<file path="src/logic/phase_step_map.svh">
// offsets, fields and timing counts for the phase step controller
`ifndef PHASE_STEP_MAP_SVH
`define PHASE_STEP_MAP_SVH
`define SEL_ALL_OUTPUTS 3'h0
`define SEL_FEEDBACK 3'h1
`define SEL_OUT_FIRST 3'h2
`define SEL_OUT_LAST 3'h6
`define TAPS_PER_PERIOD 8
`define SHIFT_CYCLES_DEFAULT 3
`define DONE_RESET 1'h1
`endif

</file>
<file path="src/logic/phase_step_pkg.sv">
// types for the phase step controller
package phase_step_pkg;
   typedef enum logic [1:0] {
      st_idle_type_e, st_wait_type_e, st_shift_type_e, st_release_type_e
   } step_state_type;
   typedef logic [2:0] tap_type;
endpackage

</file>
<file path="src/logic/pll_dynamic_phase_step_ctrl.sv">
// phase step handshake controller, sampling the reconfiguration clock
//
// How it works
// - Control inputs are sampled at detected scan clock edges; only the release of the step request is polled every mclk cycle.
// - The step request is taken at a falling edge of the scan clock.
// - At the second rise after the request, direction and target are taken.
// - At that rise the completion flag falls and stays low until the end.
// - The completion flag low time is not fixed in scan clock cycles.
// - Target 0 is all outputs, 1 feedback, 2 to 6 outputs zero to four.
// - Direction 1 moves the phase later and 0 moves it earlier.
// - Each step moves the selected tap by one eighth of a period.
// - Output clocks keep running during a step.
`timescale 1ns/10ps
`include "phase_step_map.svh"
module pll_dynamic_phase_step_ctrl #(
   parameter int NUM_OUTPUTS = 5,
   parameter int SHIFT_CYCLES = `SHIFT_CYCLES_DEFAULT
) (
   input wire logic mclk,
   input wire logic reset,
   input wire logic scan_clk,
   input wire logic phase_step,
   input wire logic phase_up,
   input wire logic [2:0] counter_select,
   output logic phase_done,
   output logic [2:0] feedback_tap,
   output logic [14:0] output_taps,
   output logic clocks_running
);
   // tap loop is fixed at five outputs; shift counter is eight bits
   if (NUM_OUTPUTS != 5 || SHIFT_CYCLES < 1 ||
       SHIFT_CYCLES > 255) begin : bad_params
      $error("unsupported parameters");
   end

   // two-flop synchronisers; first stage read only by the second
   logic [5:0] s1_q, s2_q, s3_q;
   always_ff @(posedge mclk) begin
      if (reset) begin
         s1_q <= 6'h00;
         s2_q <= 6'h00;
         s3_q <= 6'h00;
      end else begin
         s1_q <= {scan_clk, phase_step, phase_up, counter_select};
         s2_q <= s1_q;
         s3_q <= s2_q;
      end
   end
   logic clk_rise, clk_fall;
   assign clk_rise = s2_q[5] && !s3_q[5];
   assign clk_fall = !s2_q[5] && s3_q[5];

   phase_step_pkg::step_state_type state_q, state_d;
   logic [1:0] rise_cnt_q, rise_cnt_d;
   logic [7:0] shift_cnt_q, shift_cnt_d;
   logic done_q, done_d;
   logic up_q, up_d;
   logic [2:0] sel_q, sel_d;
   logic [2:0] fb_q, fb_d;
   logic [14:0] out_q, out_d;

   always_comb begin
      state_d = state_q;
      rise_cnt_d = rise_cnt_q;
      shift_cnt_d = shift_cnt_q;
      done_d = done_q;
      up_d = up_q;
      sel_d = sel_q;
      fb_d = fb_q;
      out_d = out_q;
      unique case (state_q)
         phase_step_pkg::st_idle_type_e: begin
            done_d = 1'h1;
            if (clk_fall && s2_q[4]) begin
               state_d = phase_step_pkg::st_wait_type_e;
               rise_cnt_d = 2'h0;
            end
         end
         phase_step_pkg::st_wait_type_e: begin
            if (clk_rise) begin
               rise_cnt_d = rise_cnt_q + 2'h1;
               if (rise_cnt_q == 2'h1) begin
                  up_d = s2_q[3];
                  sel_d = s2_q[2:0];
                  done_d = 1'h0;
                  shift_cnt_d = 8'(SHIFT_CYCLES);
                  state_d = phase_step_pkg::st_shift_type_e;
               end
            end
         end
         phase_step_pkg::st_shift_type_e: begin
            // low time follows mclk, not scan clock: it is not fixed
            if (shift_cnt_q == 8'h01) begin
               // one tap is one eighth period; taps wrap mod 8
               if (sel_q == `SEL_FEEDBACK) begin
                  fb_d = up_q ? fb_q + 3'h1 : fb_q - 3'h1;
               end
               for (int i = 0; i < 5; i++) begin
                  if (sel_q == `SEL_ALL_OUTPUTS ||
                      sel_q == 3'(i + 2)) begin
                     out_d[i*3 +: 3] = up_q ? out_q[i*3 +: 3] + 3'h1
                                           : out_q[i*3 +: 3] - 3'h1;
                  end
               end
               done_d = 1'h1;
               state_d = phase_step_pkg::st_release_type_e;
            end else begin
               shift_cnt_d = shift_cnt_q - 8'h01;
            end
         end
         phase_step_pkg::st_release_type_e: begin
            // a request still held after done would retrigger; wait low
            if (!s2_q[4]) begin
               state_d = phase_step_pkg::st_idle_type_e;
            end
         end
      endcase
   end

   always_ff @(posedge mclk) begin
      if (reset) begin
         state_q <= phase_step_pkg::st_idle_type_e;
         rise_cnt_q <= 2'h0;
         shift_cnt_q <= 8'h00;
         done_q <= `DONE_RESET;
         up_q <= 1'h0;
         sel_q <= 3'h0;
         fb_q <= 3'h0;
         out_q <= 15'h0000;
      end else begin
         state_q <= state_d;
         rise_cnt_q <= rise_cnt_d;
         shift_cnt_q <= shift_cnt_d;
         done_q <= done_d;
         up_q <= up_d;
         sel_q <= sel_d;
         fb_q <= fb_d;
         out_q <= out_d;
      end
   end

   logic run_q;
   always_ff @(posedge mclk) begin
      if (reset) begin
         run_q <= 1'h0;
      end else begin
         run_q <= 1'h1;
      end
   end

   assign phase_done = done_q;
   assign feedback_tap = fb_q;
   assign output_taps = out_q;
   assign clocks_running = run_q;

   chk_done_idle: assert property (
      @(posedge mclk) disable iff (reset)
      state_q == phase_step_pkg::st_idle_type_e |-> phase_done)
      else $error("done low while idle");
   chk_done_low_shift: assert property (
      @(posedge mclk) disable iff (reset)
      state_q == phase_step_pkg::st_shift_type_e |-> !phase_done)
      else $error("done high during shift");
   chk_fall_at_rise: assert property (
      @(posedge mclk) disable iff (reset)
      $fell(phase_done) |-> $past(clk_rise))
      else $error("done fell off a rising edge");
   chk_shift_bounded: assert property (
      @(posedge mclk) disable iff (reset)
      $fell(phase_done) |-> ##[1:256] phase_done)
      else $error("shift never ended");
   chk_start_on_fall: assert property (
      @(posedge mclk) disable iff (reset)
      state_q == phase_step_pkg::st_idle_type_e &&
      state_d == phase_step_pkg::st_wait_type_e |-> clk_fall && s2_q[4])
      else $error("request taken off a falling edge");
   chk_fb_step: assert property (
      @(posedge mclk) disable iff (reset)
      $rose(phase_done) && sel_q == `SEL_FEEDBACK && up_q
      |-> fb_q == $past(fb_q) + 3'h1)
      else $error("feedback tap not stepped up");
   chk_fb_hold: assert property (
      @(posedge mclk) disable iff (reset)
      sel_q != `SEL_FEEDBACK |=> $stable(fb_q))
      else $error("feedback tap moved when not selected");
   chk_clocks_run: assert property (
      @(posedge mclk) disable iff (reset)
      !phase_done |-> clocks_running)
      else $error("clocks stopped during step");
   // a capture on the first rise would shorten the setup window
   chk_second_rise: assert property (
      @(posedge mclk) disable iff (reset)
      $fell(phase_done) |-> $past(state_q) ==
      phase_step_pkg::st_wait_type_e && $past(rise_cnt_q) == 2'h1)
      else $error("capture not on second rise");
   chk_rise_release: assert property (
      @(posedge mclk) disable iff (reset)
      $rose(phase_done) |-> state_q == phase_step_pkg::st_release_type_e)
      else $error("done rose outside shift end");
   chk_wait_ready: assert property (
      @(posedge mclk) disable iff (reset)
      state_q == phase_step_pkg::st_wait_type_e |-> phase_done)
      else $error("done low before capture");
   // taps must only move together with the done edge
   chk_taps_on_done: assert property (
      @(posedge mclk) disable iff (reset)
      !$rose(phase_done) |-> $stable(output_taps))
      else $error("output taps moved outside a step end");
   chk_out_hold: assert property (
      @(posedge mclk) disable iff (reset)
      sel_q == `SEL_FEEDBACK |=> $stable(output_taps))
      else $error("output taps moved on feedback step");
   chk_all_down: assert property (
      @(posedge mclk) disable iff (reset)
      $rose(phase_done) && sel_q == `SEL_ALL_OUTPUTS && !up_q
      |-> output_taps[14:12] == $past(output_taps[14:12]) - 3'h1)
      else $error("last output tap not stepped down");
   cov_step_up: cover property (
      @(posedge mclk) disable iff (reset)
      $rose(phase_done) && up_q);
   cov_step_down: cover property (
      @(posedge mclk) disable iff (reset)
      $rose(phase_done) && !up_q);
   cov_all_outputs: cover property (
      @(posedge mclk) disable iff (reset)
      $rose(phase_done) && sel_q == `SEL_ALL_OUTPUTS);
   cov_feedback: cover property (
      @(posedge mclk) disable iff (reset)
      $rose(phase_done) && sel_q == `SEL_FEEDBACK);
   cov_single_output: cover property (
      @(posedge mclk) disable iff (reset)
      $rose(phase_done) && sel_q >= `SEL_OUT_FIRST &&
      sel_q <= `SEL_OUT_LAST);
endmodule

</file>
<file path="config.mk">
export PLATFORM = sky130hd
export DESIGN_NAME = pll_dynamic_phase_step_ctrl
export DESIGN_NICKNAME = d
export VERILOG_FILES = /design/src/logic/phase_step_pkg.sv /design/src/logic/pll_dynamic_phase_step_ctrl.sv
export VERILOG_INCLUDE_DIRS = /design/src /design/src/logic
export SDC_FILE = /design/constraint.sdc
export NUM_CORES = 1
export LEC_CHECK = 0
export ABC_AREA = 1
export BUFFER_PORTS_ARGS = -buffer_cell sky130_fd_sc_hd__buf_2
export CAP_MARGIN = 15
export CORE_UTILIZATION = 25
export CTS_CLUSTER_SIZE = 20
export DETAILED_ROUTE_END_ITERATION = 10
export PLACE_DENSITY = 0.44
export RECOVER_POWER = 50
export SETUP_SLACK_MARGIN = 0.2
export SYNTH_ARGS = -nofsm -noshare
export SYNTH_HDL_FRONTEND = slang
export SYNTH_SLANG_ARGS = --single-unit
export TNS_END_PERCENT = 10
</file>
<file path="constraint.sdc">
create_clock -name mclk -period 4 [get_ports mclk]
set_clock_uncertainty 0.2 [all_clocks]
set_input_delay 0.8 -clock mclk [delete_from_list [all_inputs] [get_ports mclk]]
set_output_delay 0.8 -clock mclk [all_outputs]
set_load 0.005 [all_outputs]
</file>
---- Word level (Yosys, flattened, before mapping) ----
Index checks and enable logic that the tools add are counted.
W data, S select, Z words.
storage, ports and cells
  output and inout bits ................... 20
  logic and storage cells ................. 97
  register bits ........................... 54
  input bits .............................. 8
cells by class
  mux-type cells .......................... 24
  equality and inequality tests ........... 17
  $add $sub $neg .......................... 14
  reduce and logical (&&, ||, !) cells .... 26
operators by type and width
  operator               number
  $mux W8                3
  $reduce_and A3 Y1      8
  $add A3 B1 Y3 const B  6
  $mux W3                6
  $sub A3 B1 Y3 const B  6
  $pmux W8 S2            1
  $mux W2                7
  $ne A2 B2 Y1 const B   6
  $eq A3 B3 Y1 const B   3
  $eq A8 B1 Y1 const B   1
  $pmux W2 S4            1
  $reduce_and A4 Y1      2
  $sub A8 B1 Y8 const B  1
  $eq A3 B2 Y1 const B   2
  $logic_or A1 B1 Y1     5
  $reduce_and A5 Y1      1
  $eq A2 B1 Y1 const B   2
  $eq A2 B2 Y1 const B   2
  $mux W1                4
  $pmux W2 S2            1
  $reduce_bool A2 Y1     2
  $eq A3 B1 Y1 const B   1
  $logic_and A1 B1 Y1    3
  $logic_not A3 Y1       1
  5 further kinds        6

---- Depth between registers and ports, before layout ----
  depth after elaboration ................. 5
  depth in mapped cells ................... 10
  mapped depth without buffers ............ 10

---- Worst setup path before layout ----
OpenSTA, ideal clock, no wires.
  path kind ............................... reg2reg
  from .................................... register up_q
  to ...................................... register out_q[11] (netlist: output_taps[11])
  data arrival time ....................... 1.437 ns
  cell stages (with the launch flop) ...... 8
  data required time ...................... 3.733 ns
  path buffers ............................ 1
  library setup time ...................... 0.067 ns
  slack ................................... 2.295 ns
  period minus slack after synthesis ...... 1.705 ns
  cells stage by stage .................... dfxtp_1 > buf_4 > inv_1 > fa_1 > nand3b_1 > nand2_1 > nand3_2 > a21oi_2
on the way
  cells in the longest elaborated chain, start to end .. 1
RTL lines
  what                    line                                RTL
  from (decl)             pll_dynamic_phase_step_ctrl.sv:57   logic up_q, up_d;
  from (signal assigned)  pll_dynamic_phase_step_ctrl.sv:135  up_q <= up_d;
  $mux W3                 pll_dynamic_phase_step_ctrl.sv:101  out_d[i*3 +: 3] = up_q ? out_q[i*3 +: 3] + 3'h1
  to (signal assigned)    pll_dynamic_phase_step_ctrl.sv:138  out_q <= out_d;
  to (decl)               pll_dynamic_phase_step_ctrl.sv:60   logic [14:0] out_q, out_d;
Every way passes these cells.
A chain may end at the register's enable or synchronous reset.

---- Worst setup path in the final report ----
  from .................................... register up_q
  to ...................................... register out_q[14] (netlist: output_taps[14])
Same word-level chain as after synthesis.

==> results_dict.tcl <==
set metrics [dict create \
    yosys.cell_count.top_type "nand2_1" \
    max_cap_violations 0 \
    synth.top_cell.area_share_pct 37.8 \
    post-route-period-util_pct 55.4 \
    die_h_um 104 \
    ys_top_cells_by_count "nand2_1, dfxtp_1, nor2_1" \
    n_antenna_cell 0 \
    cp.required_ps 4020 \
    synth_edf_count 0 \
    num_vias 2059 \
    setup_violations 0 \
    worst_pin_slew_ps 697 \
    relSlewSlack_pct 53.5 \
    cp.arrival_ps 2240 \
    cts_made_buffers 5 \
    fmax_mhz 451 \
    insertion_delay_ps 290 \
    overflow 0 \
    crit_type "reg -> reg" \
    drc_errors 0 \
    drv_slew 0 \
    synth_area_leaders "dfxtp_1, nand2_1, nor2_1" \
    min_path_type "reg -> reg" \
    synth.net_count 368 \
    ys.flop_type "dfxtp_1" \
    dr.pass1.iters 4 \
    start_util_pct 26.2 \
    antenna_found_initial 0 \
    grt_max_degree 35 \
    ant_nets 0 \
    ys_seq_area_share_pct 37.8 \
    async_reset_ff_share_pct 0 \
    core_um2 9910 \
    place_congestion 0.738 \
    clkSlewWorstSetupHoldPaths_ps 90 \
    p_per_area_nw_per_um2 480 \
    rows 36 \
    critical_path_peak_fanout 10 \
    power.leakage_nw 1.26 \
    fin_nets 393 \
    grt.total_usage_pct 10.2 \
    clock-root-buffer "clkbuf_8" \
    grt_pass1_vias 1970 \
    dpl.hpwl_um 3730 \
    die_width_um 104 \
    critPathLaunchType "flip-flop" \
    pre_cts_ws_ps 1670 \
    yosys_register_bits 49 \
    area_growth_pct 12.8 \
    ctsResizeCount 0 \
    wl_um 5100 \
    synth.avg_cell_area_um2 7.50 \
    ctsLongestPathBuffers 2 \
    outcome "completed" \
    drt-vias-per-instance 4.08 \
    yosysUniqueCellTypes 33 \
    portBuffers 27 \
    die_area_um2 10800 \
    grt_first_pass_wirelength_um 9110 \
    setup_ws_ps 1780 \
    drt_iter0_drc 78 \
    synth_area_leader_cell "dfxtp_1" \
    rsz0062_at_grt "no" \
    synth.yosys.warnings 0 \
    post-cts-setup-buffer-count 0 \
    ctsHoldBuffers 0 \
    setup_tns_ps 0 \
    hold_viol_final 0 \
    syn_inst 346 \
    peakVddDrop_v 0.000137 \
    wl_per_cell_um 10.1 \
    htree_levels 2 \
    crit_path_end_kind "flip-flop" \
    cts_sinks 49 \
    synthesis.area_um2 2590 \
    tritoncts "done" \
    io-pin-count 28 \
    drive_gt1_share_pct 14.5 \
    post-route-min-period_ps 2220 \
]
## power by group
group / internal (mW) / leakage, nW / switching (mW)
Sequential: 0.538 / 0.399 / 0.0391
Clock: 0.204 / 0.0585 / 0.160
Combinational: 0.162 / 0.801 / 0.301
Total: 0.905 / 1.26 / 0.500
## kinds of logic after synthesis
family | count (synthesis) | synth area share (%)
flip-flops | 49 | 37.8
adder cells (fa/ha/maj) | 14 | 8.49
XOR/XNOR | 8 | 2.70
AO/OA/AOI/OAI | 30 | 6.46
buffers and inverters | 58 | 10.1
AND/OR/NAND/NOR | 187 | 34.4
## per-layer routing
layer / share of wire [%] / wire (um) / track usage [%]
met2: 45 / 2290 / 16.5
met4: 0.86 / 44 / 3.06
met1: 52 / 2630 / 13.6
met3: 2.6 / 133 / 2.38
met5: 0 / 0 / 0
## final timing paths
kind	start	endpoint	slack [ps]	cells past startpoint
min reg2reg	s1_q[4]	s2_q[4]	200	2
min	s1_q[4]	s2_q[4]	200	2
max	up_q	output_taps[14]	1780	6
max reg2reg	up_q	output_taps[14]	1780	6
## cells in the final DEF, fill, tap and decap left out, drive strengths merged
| cell type | count |
|---|---|
| nor2 | 52 |
| o21ai | 6 |
| xnor2 | 4 |
| dfxtp | 49 |
| clkinv | 1 |
| ha | 8 |
| nand3 | 31 |
| fa | 6 |
| clkbuf | 14 |
| xor2 | 4 |
| nand4 | 3 |
| a21oi | 23 |
| nor3 | 3 |
| inv | 48 |
| o211ai | 1 |
| buf | 20 |
| nand2 | 91 |
| nand3b | 7 |
| bufinv | 1 |
## per-stage QoR
step                      utilization, %  hold WS, ps  area (um2)  power, mW  std cells
after floorplan                        -          188        2590      0.973        346
after global placement              28.4          194        2820       1.05        497
after detailed placement            28.4          193        2820       1.06        497
after CTS                           29.6          206        2930       1.43        505
after global routing                29.5          224        2930       1.53        505
final                               29.5          203        2930       1.40        505
## final cells by class
type	instances	area [um2]
Fill cell	1130	6980
Multi-Input combinational cell	239	1350
Sequential cell	49	981
Inverter	49	184
Tap cell	133	166
Timing Repair Buffer	27	126
Clock buffer	7	86.3
Clock inverter	1	30.0
## registers in the layout, summed over array words and instances, names as in the netlist, 2 cells and up
signal / cells
state_q: 2
output_taps: 15
rise_cnt_q: 2
sel_q: 3
s1_q: 6
shift_cnt_q: 8
s2_q: 6
feedback_tap: 3
## critical path, stage by stage, from the launching register on
cell and delay [ps]:
dfxtp_1 630, inv_1 370, fa_1 480, nand3b_1 170, nand2_1 70, nand3_1 70, a21oi_1 150
(Power assumes the default switching activity.)
